===== config.mk =====
export PLATFORM = sky130hd
export DESIGN_NAME = sar_adc_conversion_control
export DESIGN_NICKNAME = d
export VERILOG_FILES = /design/src/hw/adc_ctrl_pkg.sv /design/src/hw/sar_tick_if.sv /design/src/hw/sar_clk_div.sv /design/src/hw/sar_adc_conversion_control.sv
export SDC_FILE = /design/constraint.sdc
export NUM_CORES = 1
export LEC_CHECK = 0
export BUFFER_PORTS_ARGS = -buffer_cell sky130_fd_sc_hd__buf_2
export CORE_AREA = 2 2 81 52
export DETAILED_ROUTE_END_ITERATION = 8
export DIE_AREA = 0 0 83 54
export HOLD_SLACK_MARGIN = 0.05
export MAX_ROUTING_LAYER = met4
export PLACE_DENSITY_LB_ADDON = 0.3
export SLEW_MARGIN = 20
export SYNTH_ARGS = -nofsm -noshare
export SYNTH_HDL_FRONTEND = slang
export SYNTH_SLANG_ARGS = --single-unit

===== constraint.sdc =====
create_clock -name core_clk -period 2.2 [get_ports core_clk]
set_input_delay 0.44 -clock core_clk [delete_from_list [all_inputs] [get_ports core_clk]]
set_output_delay 0.44 -clock core_clk [all_outputs]
set_load 0.1 [all_outputs]

===== src/hw/adc_ctrl_pkg.sv =====
package adc_ctrl_pkg;

  // ****************************************
  // register location and bit fields
  // ****************************************
  localparam logic [7:0] CTRL_ADDR = 8'hE8;
  localparam logic [7:0] CTRL_RESET = 8'h00;
  localparam int BIT_ENABLE = 7;
  localparam int BIT_TRACK_MODE = 6;
  localparam int BIT_DONE = 5;
  localparam int BIT_BUSY = 4;
  localparam int BIT_WINDOW = 3;
  localparam int SRC_MSB = 2;
  localparam int SRC_LSB = 0;

  // ****************************************
  // start-source encodings
  // ****************************************
  localparam logic [2:0] SRC_SOFTWARE = 3'h0;
  localparam logic [2:0] SRC_TIMER0 = 3'h1;
  localparam logic [2:0] SRC_TIMER2 = 3'h2;
  localparam logic [2:0] SRC_TIMER1 = 3'h3;
  localparam logic [2:0] SRC_EXT_PIN = 3'h4;
  localparam logic [2:0] SRC_TIMER3 = 3'h5;
  localparam logic [2:0] SRC_TIMER4 = 3'h6;
  localparam logic [2:0] SRC_TIMER5 = 3'h7;
  localparam int TIMER_COUNT = 6;

  // ****************************************
  // timing
  // ****************************************
  localparam int CORE_CLK_KHZ = 40000;
  localparam int SAR_CLK_MAX_KHZ = 8330;
  // fastest conversion clock not above its limit: divide rounds up
  localparam int SAR_DIV = (CORE_CLK_KHZ + SAR_CLK_MAX_KHZ - 1) / SAR_CLK_MAX_KHZ;
  localparam int CNT_W = 4;
  localparam logic [CNT_W-1:0] CONV_TICKS_10BIT = 4'hD;
  localparam logic [CNT_W-1:0] CONV_TICKS_8BIT = 4'hB;
  localparam logic [CNT_W-1:0] DELAY_TRACK_TICKS = 4'h3;
  localparam logic [CNT_W-1:0] CNT_ONE = 4'h1;
  localparam logic [CNT_W-1:0] CNT_ZERO = 4'h0;

  typedef enum logic [1:0] {
    ST_IDLE,
    ST_DELAY,
    ST_CONVERT
  } conv_state_t;

endpackage : adc_ctrl_pkg


===== src/hw/sar_tick_if.sv =====
interface sar_tick_if;
  logic run;
  logic tick;
  modport src (input run, output tick);
  modport dst (output run, input tick);
endinterface : sar_tick_if


===== src/hw/sar_clk_div.sv =====
module sar_clk_div #(
  parameter int DIV = adc_ctrl_pkg::SAR_DIV
) (
  // clock and reset
  input wire logic core_clk,
  input wire logic resetn,
  // conversion clock enable
  sar_tick_if.src tickPort
);

  typedef struct packed {
    logic [7:0] count;
    logic tick;
  } div_t;

  localparam logic [7:0] DIV_LAST = 8'(DIV - 1);

  div_t cur_r;
  div_t cur_nxt;

  // counter held at zero while stopped so the first tick comes DIV cycles after start
  always_comb begin
    cur_nxt = cur_r;
    cur_nxt.tick = 1'b0;
    if (!tickPort.run) begin
      cur_nxt.count = 8'h00;
    end else if (cur_r.count == DIV_LAST) begin
      cur_nxt.count = 8'h00;
      cur_nxt.tick = 1'b1;
    end else begin
      cur_nxt.count = cur_r.count + 8'h01;
    end
  end

  always_ff @(posedge core_clk or negedge resetn) begin
    if (!resetn) begin
      cur_r <= '0;
    end else begin
      cur_r <= cur_nxt;
    end
  end

  assign tickPort.tick = cur_r.tick;

endmodule : sar_clk_div


===== src/hw/sar_adc_conversion_control.sv =====
// Functional notes
// - enable bit 0 keeps converter shut down; 1 makes it active and accepting starts
// - normal tracking: track except while converting, convert at once on start
// - delayed tracking: on start, track three more conversion clocks, then convert
// - external pin start never adds the extra tracking delay
// - writing busy=1 starts a conversion only with source 000; writing 0 does nothing
// - source 001 timer0, 010 timer2, 011 timer1, 100 external pin rising edge
// - source 101 timer3, 110 timer4, 111 timer5 overflow
// - conversion lasts 13 conversion clocks in 10-bit mode, 11 in 8-bit mode
module sar_adc_conversion_control (
  // clock and reset
  input wire logic core_clk,
  input wire logic resetn,
  // special-function register port
  input wire logic [7:0] sfrAddr,
  input wire logic [7:0] sfrWrData,
  input wire logic sfrWr,
  input wire logic sfrRd,
  output logic [7:0] sfrRdData,
  // start sources
  input wire logic [adc_ctrl_pkg::TIMER_COUNT-1:0] timerOverflow,
  input wire logic external_start_pin,
  // analog core side
  input wire logic eightBitMode,
  input wire logic windowHit,
  output logic converterPowered,
  output logic trackActive,
  output logic convertActive,
  output logic sarStep,
  output logic resultLatch
);

  // ****************************************
  // state
  // ****************************************
  typedef struct packed {
    adc_ctrl_pkg::conv_state_t state;
    logic [adc_ctrl_pkg::CNT_W-1:0] cnt;
    logic enable;
    logic trackDelayed;
    logic done;
    logic window;
    logic [2:0] source;
    logic [2:0] extSync;
    logic extLevel;
    logic [7:0] rdData;
    logic powered;
    logic tracking;
    logic converting;
    logic sarStep;
    logic resultLatch;
  } ctrl_t;

  ctrl_t cur_r;
  ctrl_t cur_nxt;
  sar_tick_if tickBus ();

  // ****************************************
  // conversion clock
  // ****************************************
  sar_clk_div #(
    .DIV(adc_ctrl_pkg::SAR_DIV)
  ) u_div (
    .core_clk(core_clk),
    .resetn(resetn),
    .tickPort(tickBus.src)
  );

  // the divider stops in shutdown, saving power between uses
  assign tickBus.run = cur_r.enable;

  // hardware trigger for the selected source; software start is handled apart
  function automatic logic hwTrigger(input logic [2:0] src,
                                     input logic [adc_ctrl_pkg::TIMER_COUNT-1:0] tmr,
                                     input logic extRise);
    logic hit;
    hit = 1'b0;
    unique case (src)
      adc_ctrl_pkg::SRC_SOFTWARE: hit = 1'b0;
      adc_ctrl_pkg::SRC_TIMER0: hit = tmr[0];
      adc_ctrl_pkg::SRC_TIMER2: hit = tmr[2];
      adc_ctrl_pkg::SRC_TIMER1: hit = tmr[1];
      adc_ctrl_pkg::SRC_EXT_PIN: hit = extRise;
      adc_ctrl_pkg::SRC_TIMER3: hit = tmr[3];
      adc_ctrl_pkg::SRC_TIMER4: hit = tmr[4];
      adc_ctrl_pkg::SRC_TIMER5: hit = tmr[5];
    endcase
    return hit;
  endfunction : hwTrigger

  // ****************************************
  // next-state logic
  // ****************************************
  always_comb begin
    logic ctrlWr;
    logic ctrlRd;
    logic extRise;
    logic start;
    logic finish;
    logic [adc_ctrl_pkg::CNT_W-1:0] convLast;
    logic [7:0] regView;
    ctrlWr = 1'b0;
    ctrlRd = 1'b0;
    extRise = 1'b0;
    start = 1'b0;
    finish = 1'b0;
    convLast = adc_ctrl_pkg::CNT_ZERO;
    regView = 8'h00;
    cur_nxt = cur_r;
    cur_nxt.sarStep = 1'b0;
    cur_nxt.resultLatch = 1'b0;
    ctrlWr = sfrWr && (sfrAddr == adc_ctrl_pkg::CTRL_ADDR);
    ctrlRd = sfrRd && (sfrAddr == adc_ctrl_pkg::CTRL_ADDR);

    // three-stage pin sampler; level moves only when stages two and three agree
    cur_nxt.extSync = {cur_r.extSync[1:0], external_start_pin};
    if (cur_r.extSync[1] == cur_r.extSync[2]) begin
      cur_nxt.extLevel = cur_r.extSync[2];
    end
    extRise = cur_nxt.extLevel && !cur_r.extLevel;

    // start request from the current source, taken only when idle and enabled
    start = hwTrigger(cur_r.source, timerOverflow, extRise);
    if (ctrlWr && sfrWrData[adc_ctrl_pkg::BIT_BUSY]
        && (cur_r.source == adc_ctrl_pkg::SRC_SOFTWARE)) begin
      start = 1'b1;
    end
    convLast = (eightBitMode ? adc_ctrl_pkg::CONV_TICKS_8BIT
                             : adc_ctrl_pkg::CONV_TICKS_10BIT) - adc_ctrl_pkg::CNT_ONE;

    // sequencer; a start during a conversion is ignored
    unique case (cur_r.state)
      adc_ctrl_pkg::ST_IDLE: begin
        if (cur_r.enable && start) begin
          cur_nxt.cnt = adc_ctrl_pkg::CNT_ZERO;
          if (cur_r.trackDelayed && (cur_r.source != adc_ctrl_pkg::SRC_EXT_PIN)) begin
            cur_nxt.state = adc_ctrl_pkg::ST_DELAY;
          end else begin
            cur_nxt.state = adc_ctrl_pkg::ST_CONVERT;
          end
        end
      end
      adc_ctrl_pkg::ST_DELAY: begin
        if (tickBus.tick) begin
          if (cur_r.cnt == adc_ctrl_pkg::DELAY_TRACK_TICKS - adc_ctrl_pkg::CNT_ONE) begin
            cur_nxt.cnt = adc_ctrl_pkg::CNT_ZERO;
            cur_nxt.state = adc_ctrl_pkg::ST_CONVERT;
          end else begin
            cur_nxt.cnt = cur_r.cnt + adc_ctrl_pkg::CNT_ONE;
          end
        end
      end
      adc_ctrl_pkg::ST_CONVERT: begin
        if (tickBus.tick) begin
          cur_nxt.sarStep = 1'b1;
          if (cur_r.cnt == convLast) begin
            finish = 1'b1;
            cur_nxt.state = adc_ctrl_pkg::ST_IDLE;
          end else begin
            cur_nxt.cnt = cur_r.cnt + adc_ctrl_pkg::CNT_ONE;
          end
        end
      end
      // the fourth code of the state field is never entered; fall back to idle
      default: begin
        cur_nxt.state = adc_ctrl_pkg::ST_IDLE;
      end
    endcase

    // software writes of the stored fields and the two flags
    if (ctrlWr) begin
      cur_nxt.enable = sfrWrData[adc_ctrl_pkg::BIT_ENABLE];
      cur_nxt.trackDelayed = sfrWrData[adc_ctrl_pkg::BIT_TRACK_MODE];
      cur_nxt.done = sfrWrData[adc_ctrl_pkg::BIT_DONE];
      cur_nxt.window = sfrWrData[adc_ctrl_pkg::BIT_WINDOW];
      cur_nxt.source = sfrWrData[adc_ctrl_pkg::SRC_MSB:adc_ctrl_pkg::SRC_LSB];
    end

    // completion sets flags after the write so an event racing a clear survives
    if (finish) begin
      cur_nxt.done = 1'b1;
      cur_nxt.resultLatch = 1'b1;
      if (windowHit) begin
        cur_nxt.window = 1'b1;
      end
    end

    // shutdown abandons any conversion under way
    if (!cur_nxt.enable) begin
      cur_nxt.sarStep = 1'b0; // no step pulse for a conversion that no longer runs
      cur_nxt.state = adc_ctrl_pkg::ST_IDLE;
      cur_nxt.cnt = adc_ctrl_pkg::CNT_ZERO;
    end

    // pin-facing status, registered from the next state
    cur_nxt.powered = cur_nxt.enable;
    cur_nxt.converting = cur_nxt.state == adc_ctrl_pkg::ST_CONVERT;
    cur_nxt.tracking = cur_nxt.enable && !cur_nxt.converting;

    // read data shows live state; busy is derived, never stored
    regView = {cur_r.enable, cur_r.trackDelayed, cur_r.done,
               cur_r.state != adc_ctrl_pkg::ST_IDLE, cur_r.window, cur_r.source};
    cur_nxt.rdData = ctrlRd ? regView : 8'h00;
  end

  // ****************************************
  // state register
  // ****************************************
  always_ff @(posedge core_clk or negedge resetn) begin
    if (!resetn) begin
      cur_r <= '0;
    end else begin
      cur_r <= cur_nxt;
    end
  end

  // outputs straight from flip-flops
  assign sfrRdData = cur_r.rdData;
  assign converterPowered = cur_r.powered;
  assign trackActive = cur_r.tracking;
  assign convertActive = cur_r.converting;
  assign sarStep = cur_r.sarStep;
  assign resultLatch = cur_r.resultLatch;

endmodule : sar_adc_conversion_control


# ---- After elaboration in Yosys (flattened, before gate mapping)
# Cells that the tools add are included.
# W data, S select, Z words.
dict set report totals {
  input_bits 29
  wordCells 85
  output_inout_bits 13
  reg_bits 38
}
dict set report classes {
  eq_ne 21
  n_reduce_logical 15
  n_mux 30
  n_addsub 3
}
# operator count
set ops {}
lappend ops {{$mux W6} 4}
lappend ops {{$mux W8} 3}
lappend ops {{$eq A3 B3 Y1 const B} 4}
lappend ops {{$mux W1} 12}
lappend ops {{$pmux W4 S3} 1}
lappend ops {{$ne A3 B3 Y1 const B} 3}
lappend ops {{$add A8 B1 Y8 const B} 1}
lappend ops {{$eq A8 B3 Y1 const B} 1}
lappend ops {{$eq A8 B8 Y1 const B} 1}
lappend ops {{$logic_and A1 B1 Y1} 8}
lappend ops {{$mux W2} 4}
lappend ops {{$mux W4} 2}
lappend ops {{$pmux W1 S8} 1}
lappend ops {{$mux W7} 1}
lappend ops {{$eq A3 B2 Y1 const B} 2}
lappend ops {{$ne A3 B2 Y1 const B} 2}
lappend ops {{$pmux W2 S3} 1}
lappend ops {{$reduce_and A5 Y1} 1}
lappend ops {{$add A4 B1 Y4 const B} 1}
lappend ops {{$eq A2 B2 Y1 const B} 2}
lappend ops {{$eq A4 B2 Y1 const B} 1}
lappend ops {{$eq A4 B4 Y1} 1}
lappend ops {{$ne A4 B1 Y1 const B} 1}
lappend ops {{$reduce_bool A2 Y1} 2}
lappend ops {{8 further kinds} 9}

# ---- Depth between registers and ports, before layout
# Gate-level depths: netlist of run 1.
dict set report depth {
  depth_word 12
  mapped_depth 7
  ltp_nobuf 7
}

# ---- Modules after synthesis
# Synthesis of run 1 repeated with hierarchy kept, for this count alone.
dict set report hier_totals {
  cells_unflattened 174
  hier_area_um2 1973.1
}
# mod n_inst cells_per_inst seq_area_each_um2 area_each_um2
set modules_own_cells {}
lappend modules_own_cells {sar_adc_conversion_control 1 132 725.7 1521.5}
lappend modules_own_cells {sar_clk_div 1 42 225.2 451.7}

# ---- Worst setup path after synthesis of run 1
# Ideal clock, no wire load.
dict set report synth_timing {
  path_type {register to register}
  startpoint {reg, netlist name converterPowered}
  endpoint {reg cur_r (netlist bit trackActive)}
  period_less_slack_ns 2.114
  arrival_ns 1.984
  slack_ns 0.086
  path_stages_with_launch 5
  path_cell_list {dfrtp_1 inv_1 a22o_1 o21a_1 o41a_1}
}
# element line
set synth_rtl {}
lappend synth_rtl {{end signal, assigned} sar_adc_conversion_control.sv:213} ;# cur_r <= cur_nxt;
lappend synth_rtl {{end, declared} sar_adc_conversion_control.sv:54} ;# ctrl_t cur_r;

==> impl_metrics.yaml, run 1 <==
sta:
  rsz_0062_raised_after_global_routing: "false"
  timing_max_transition_violations_final: 0
  final-hold-violation-count: 0
  worst-slew-pin-transition_ns: 0.589
  slew-limit-headroom_pct: 60.7
  worst_clock_skew_ns: 0.0107
  fmax_mhz: 494
  min_period_ns: 2.03
  setup_total_negative_slack_ns: 0
  setup_viol: 0
  timing.final.crit_share_pct: 92.1
clocking:
  post_cts_resized: 0
  clock_path_buffers: 2
  clock-root-buffer: "clkbuf_8"
  clock_tree.htree_level_count: 2
  post_cts_buffers: 0
  clock_latency_ns: 0.30
  cts_tree: "done"
  cts_buffers: 5
  clkSlewWorstSetupHoldPaths_ns: 0.08
  holdBufCountCts: 0
  clock_sink_count: 38
power:
  clkPwrFrac_pct: 46.3
  sequentialPowerShare_pct: 47.0
  p_int_mw: 1.21
  vdd_ir_drop_max_uv: 547
  p_comb_share_pct: 6.7
  power.density_cell_area_nw_per_um2: 661
  power_switching_share_pct: 21.3
  switching_power_mw: 0.328
  leakagePower_nw: 1.12
synth:
  yosysUniqueCellTypes: 47
  synthArstFlopShare_pct: 100
  seq_area_frac_synth_pct: 49.5
  synthesized_flop_and_latch_total: 38
  ys_dominant_reg_cell: "dfrtp_1"
  summed_instance_area_of_the_synthesized_netlist_sq_um: 1920
  post_synth_main_area_contributors: "dfrtp_1 (49%), ha_1 (5.2%), mux2_2 (3.5%)"
  post_synth.cell_area_avg_sq_um: 11.0
  syn-num-nets: 212
  area_leader_netlist: "dfrtp_1"
  post-synth-top-count-cell: "dfrtp_1"
  synth_top_area_share_pct: 49.5
  synth.top_cells.by_count: "dfrtp_1 (38), nor2_1 (15), inv_1 (12)"
  synthCells: 175
  edff_count_synth: 0
  ys_warn_count: 0
detailed_routing:
  vias_per_cell: 5.05
  wl_microns: 3740
  met2WireLength_microns: 1560
  ant_nets: 0
  route.detailed.wl_per_inst_microns: 13.7
  drtPass1Iterations: 4
  wl_met3_microns: 150
  post-route-drc-count: 0
  top_layer: "met4"
  wirelength_met1_microns: 1980
  vias: 1378
  drt_iter0_markers: 90
global_route:
  grt_max_degree: 28
  grt_antenna_before_repair: 0
  wire_length_of_the_first_global_routing_pass_microns: 6200
  grt_overflow: 0
  grt.total_usage_pct: 19.2
  first_global_vias: 1265
floorplan:
  die_h_microns: 54
  dieArea_sq_um: 4480
  fp-row-count: 18
  die_width_microns: 83
  num_io_pins: 42
  start_util_pct: 49.9
  core-area_sq_um: 3850
outcome:
  outcome: "completed"
run:
  max_cap_violations: 0
placement:
  placedInstanceArea_sq_um: 2180
  port_buffers: 41
  dpl.hpwl_microns: 2820
  routabilityCongestion: 0.813
worst_setup_path:
  slowest_delay_ns: 0.44
  cp_required_ns: 2.37
  crit_path_cell_chain: "mux2_2 -> a221oi_2 -> a21o_1 -> a21oi_1 -> or2_0 -> o41a_1"
  critical_path.endpoint_type: "flop"
  crit_path_start_kind: "flop"
  crit_family: "compound AO/OA/AOI/OAI gates"
  critical_path.n_buffers_inverters: 0
  critical_path_arrival_ns: 2.20
  critical_path.slowest_cell: "dfrtp_2"
  worst_setup_path_category: "flop to flop"
  path_max_fanout: 8
worst_hold_path:
  hold_path_class: "input port to asynchronous set/reset pin"
cells_and_area:
  final_layout_size_suffix_gt1_share_pct: 32.7
  post_layout_net_count: 259
  fin_area_sq_um: 2330
  nFillCells: 326
  num_antenna_cells: 0
  layout_area_overhead_pct: 21.1
metrics by stage:
stage          power, mW  utilization [%]  hold WS, ns  worst slack, ns  instances
5_1_grt             1.60             60.4        0.191          0.00993        273
4_1_cts             1.56             60.2        0.150            0.106        273
3_5_place_dp       0.840             56.7        0.340           0.0543        265
6_report            1.54             60.4        0.136            0.174        273
3_3_place_gp       0.838             56.7        0.332            0.103        265
2_1_floorplan      0.783                -        0.144           0.0862        175
path summary, 6_finish.rpt:
path,start,to,slack (ns),cells after the start
max,cur_r[17],trackActive,0.17,6
min,resetn,cur_r[20],0.14,1
max reg2reg,cur_r[17],trackActive,0.17,6
min reg2reg,cur_nxt[15],cur_nxt[16],0.35,0
max in group asynchronous,resetn,sarStep,1.52,2
min in group core_clk,external_start_pin,cur_nxt[15],0.25,1
cells in the final DEF (no fill, tap or decap), types with 2 or more instances in the layout:
cell,synthesis,routed
and2_1,7,7
and3_1,4,4
nand3_1,10,10
nand4_1,2,2
mux2i_1,2,2
bufinv_16,0,2
ha_1,8,8
a21oi_1,3,3
nor2b_1,2,2
nand2b_1,3,3
inv_1,12,12
clkbuf_8,0,5
buf_2,0,41
nor4b_1,2,2
nor3_1,5,5
buf_4,8,7
nor2_1,15,15
o21a_1,2,2
a221oi_2,2,2
nor4b_2,2,2
mux2_2,6,6
dfrtp_1,38,37
o21ai_0,3,3
nand2_1,7,7
o22ai_1,3,3
xor2_1,5,5
power groups by stage:
stage | registers, mW | clock network (mW) | logic [mW]
3_3_place_gp | 0.736 | 0 | 0.101
5_1_grt | 0.726 | 0.758 | 0.115
2_1_floorplan | 0.747 | 0 | 0.0357
3_5_place_dp | 0.737 | 0 | 0.103
4_1_cts | 0.723 | 0.731 | 0.104
6_report | 0.724 | 0.713 | 0.102
metal layers:
metal  up-vias  track usage [%]
met4         0             8.20
met2        32             26.9
met5         -                -
li1        702                -
met3         4             5.06
met1       640             26.4
flip-flops by register name (all words and copies together) (netlist names):
| name | cells |
|---|---|
| trackActive | 1 |
| convertActive | 1 |
| converterPowered | 1 |
| cur_nxt | 2 |
| cur_r | 14 |
| resultLatch | 1 |
| sfrRdData | 8 |
| u_div.tickPort.tick | 1 |
| sarStep | 1 |
| u_div.cur_r | 8 |
layout make-up:
class                   count  area (sq um)  area share, %
flip-flops and latches     38           952           40.9
multi-input cells         117           872           37.5
repair buffers             48           258           11.1
clock buffers               5          68.8           2.96
clock inverters             3          68.8           2.96
well taps                  50          62.6           2.69
inverters                  12          45.0           1.94
cell families (layout without fill, tap and decap cells):
kind of cell               Yosys count  count (layout)  share of synthesized area [%]
muxes                                9               9                           5.27
buffers and inverters               20              68                           5.47
adders and majority gates            9               9                           5.73
AOI/OAI and AO/OA                   24              24                           9.77
xor gates and xnor gates             6               6                           2.73
and+or+nand+nor                     69              69                           21.6
DFF                                 38              38                           49.5
Power figures use the tool's default switching activity.
==> inputs of run 2 (changes only) <==
Settings changed: ABC_AREA set to 1.
==> run 2 against run 1 <==
  * Register-to-register slack improved by 0.38 ns
  * Worst setup slack improved by 0.37 ns
  * Cell count increased by 13%
  * Area after synthesis decreased by 1.2%
  * Non-clock buffer count is 7 lower
  * Maximum frequency rose by 22%
  * Sequential cell count unchanged
  * Utilization down 3.5 points
  * Via count is 10% higher
  * Clock power down 31%
  * Clock-buffer cell count up 2
  * Total power rose by 42%
==> impl_metrics.yaml, run 2 <==
cells_and_area:
  largest_register_ffs: 14
  final-seq-area_sq_um: 951
  layout_area_overhead_pct: 15.5
  num_antenna_cells: 0
  regMostFlops: "cur_r"
  multi_input_comb_area_sq_um: 752
  nFillCells: 363
  post_layout_net_count: 295
  final_common_cell: "buf_2"
  layout.cells.most_common_list: "buf_2 (41), nand2_1 (38), dfrtp_1 (38), inv_1 (28), nor2_1 (26)"
  final_layout_size_suffix_gt1_share_pct: 24.3
  final_cell_count_no_fill: 309
synth:
  edff_count_synth: 0
  seq_area_frac_synth_pct: 50.1
  area_leader_netlist: "dfrtp_1"
  post_synth.cell_area_avg_sq_um: 8.67
  post_synth_main_area_contributors: "dfrtp_1 (50%), nand2_1 (7.5%), inv_1 (5.5%)"
  synth.top_cells.by_count: "dfrtp_1 (38), nand2_1 (38), inv_1 (28)"
  summed_instance_area_of_the_synthesized_netlist_sq_um: 1900
  synthesized_flop_and_latch_total: 38
  syn-num-nets: 256
  ys_warn_count: 0
  synthCells: 219
  ys_dominant_reg_cell: "dfrtp_1"
  synthArstFlopShare_pct: 100
  yosysUniqueCellTypes: 31
  synth_top_area_share_pct: 50.1
worst_setup_path:
  critical_path.slowest_cell: "buf_2"
  path_max_fanout: 5
  crit_path_start_kind: "flop"
  crit_path_cell_chain: "buf_2"
  critical_path.endpoint_type: "output port"
  critical_path_arrival_ns: 1.22
  critical_path.n_buffers_inverters: 1
  slowest_delay_ns: 0.47
  cp_required_ns: 1.76
  crit_family: "buffers and inverters"
  worst_setup_path_category: "flop to output port"
power:
  post-layout-total-power_mw: 2.19
  p_int_mw: 1.32
  sequentialPowerShare_pct: 41.8
  power.density_cell_area_nw_per_um2: 997
  switching_power_mw: 0.871
  p_comb_share_pct: 35.7
  clkPwrFrac_pct: 22.6
  leakagePower_nw: 1.15
  power_switching_share_pct: 39.8
  vdd_ir_drop_max_uv: 875
worst_hold_path:
  hold_path_class: "input port to asynchronous set/reset pin"
sta:
  rsz_0062_raised_after_global_routing: "false"
  fmax_mhz: 604
  final-hold-violation-count: 0
  timing.final.crit_share_pct: 75.2
  setup_viol: 0
  worst-slew-pin-transition_ns: 0.829
  slew-limit-headroom_pct: 44.7
  worst_slack_ns: 0.545
  min_period_ns: 1.66
  setup_total_negative_slack_ns: 0
  timing_max_transition_violations_final: 0
  timing.hold.ws_ns: 0.242
  worst_clock_skew_ns: 0.00260
clocking:
  clock_latency_ns: 0.29
  cts_buffers: 5
  clock-root-buffer: "clkbuf_8"
  clock_tree.htree_level_count: 2
  cts_tree: "done"
  clock_sink_count: 38
  post_cts_buffers: 0
  clkSlewWorstSetupHoldPaths_ns: 0.07
  post_cts_resized: 0
  clock_path_buffers: 2
  holdBufCountCts: 0
detailed_routing:
  post-route-drc-count: 0
  drtPass1Iterations: 4
  vias_per_cell: 4.91
  wl_microns: 3670
  route.detailed.wl_per_inst_microns: 11.9
  ant_nets: 0
  vias: 1518
  drt_iter0_markers: 74
global_route:
  wire_length_of_the_first_global_routing_pass_microns: 6430
  grt.total_usage_pct: 19.6
  grt_antenna_before_repair: 0
  grt_overflow: 0
  grt_max_degree: 39
  first_global_vias: 1394
outcome:
  outcome: "completed"
placement:
  placed_cells_incl_taps: 301
  pre_cts_slack_ns: 0.471
  routabilityCongestion: 0.875
  port_buffers: 41
  dpl.hpwl_microns: 2730
floorplan:
  dieArea_sq_um: 4480
  core-area_sq_um: 3850
  fp-row-count: 18
  num_io_pins: 42
  die_h_microns: 54
  die_width_microns: 83
  start_util_pct: 49.3
run:
  max_cap_violations: 0
run 2: cell types whose count changed after synthesis, sizes merged, moves of 4 or more:
| cell | change |
|---|---|
| xor2 | -5 |
| o21ai | +9 |
| nand4 | +5 |
| nand2 | +35 |
| and2 | -7 |
| inv | +21 |
| mux2 | -6 |
| nor2 | +15 |
| nor4b | -4 |
run 2: cells by family after synthesis:
kind of cell / after synthesis / share of synthesized area [%]
and+or+nand+nor: 103 / 25.0
buffers and inverters: 43 / 10.3
DFF: 38 / 50.1
AOI/OAI and AO/OA: 24 / 7.84
adders and majority gates: 9 / 5.80
xor gates and xnor gates: 2 / 0.923
run 2: final cells by class:
cell class / instances / area share (%)
repair buffers: 41 / 9.36
flip-flops and latches: 38 / 43.4
clock inverters: 1 / 0.228
well taps: 50 / 2.85
inverters: 34 / 5.94
clock buffers: 7 / 3.94
multi-input cells: 138 / 34.3
run 2: worst paths after layout:
path                            slack (ns)          startpoint          endpoint  cells after the start
worst min-delay path                  0.24              resetn      sfrRdData[0]                      1
min in group core_clk                 0.26  external_start_pin       cur_nxt[15]                      1
worst max-delay path                  0.54    converterPowered  converterPowered                      1
max in group asynchronous             1.44              resetn         cur_r[25]                      1
worst min register to register        0.35         cur_nxt[15]       cur_nxt[16]                      0
worst max register to register        0.55           cur_r[29]         cur_r[27]                     10
run 2: metal layers:
metal | part of all wire, % | vias up | global-route usage [%]
li1 | - | 768 | -
met1 | 51 | 700 | 25.0
met2 | 40 | 43 | 28.6
met3 | 6.7 | 7 | 7.98
met4 | 1.4 | 0 | 6.56
met5 | 0 | - | -
run 2: power by group through the flow:
stage | clock network [mW] | registers, mW | logic, mW
6_report | 0.493 | 0.913 | 0.780
5_1_grt | 0.544 | 0.929 | 0.875
4_1_cts | 0.515 | 0.911 | 0.787
3_5_place_dp | 0 | 0.921 | 0.781
3_3_place_gp | 0 | 0.921 | 0.765
2_1_floorplan | 0 | 1.04 | 0.484
run 2: metrics by stage:
step                util [%]  cell area [sq um]
floorplan                  -               1900
global placement        54.5               2100
detailed placement      54.5               2100
CTS                     56.9               2190
global route            56.9               2190
finish                  56.9               2190
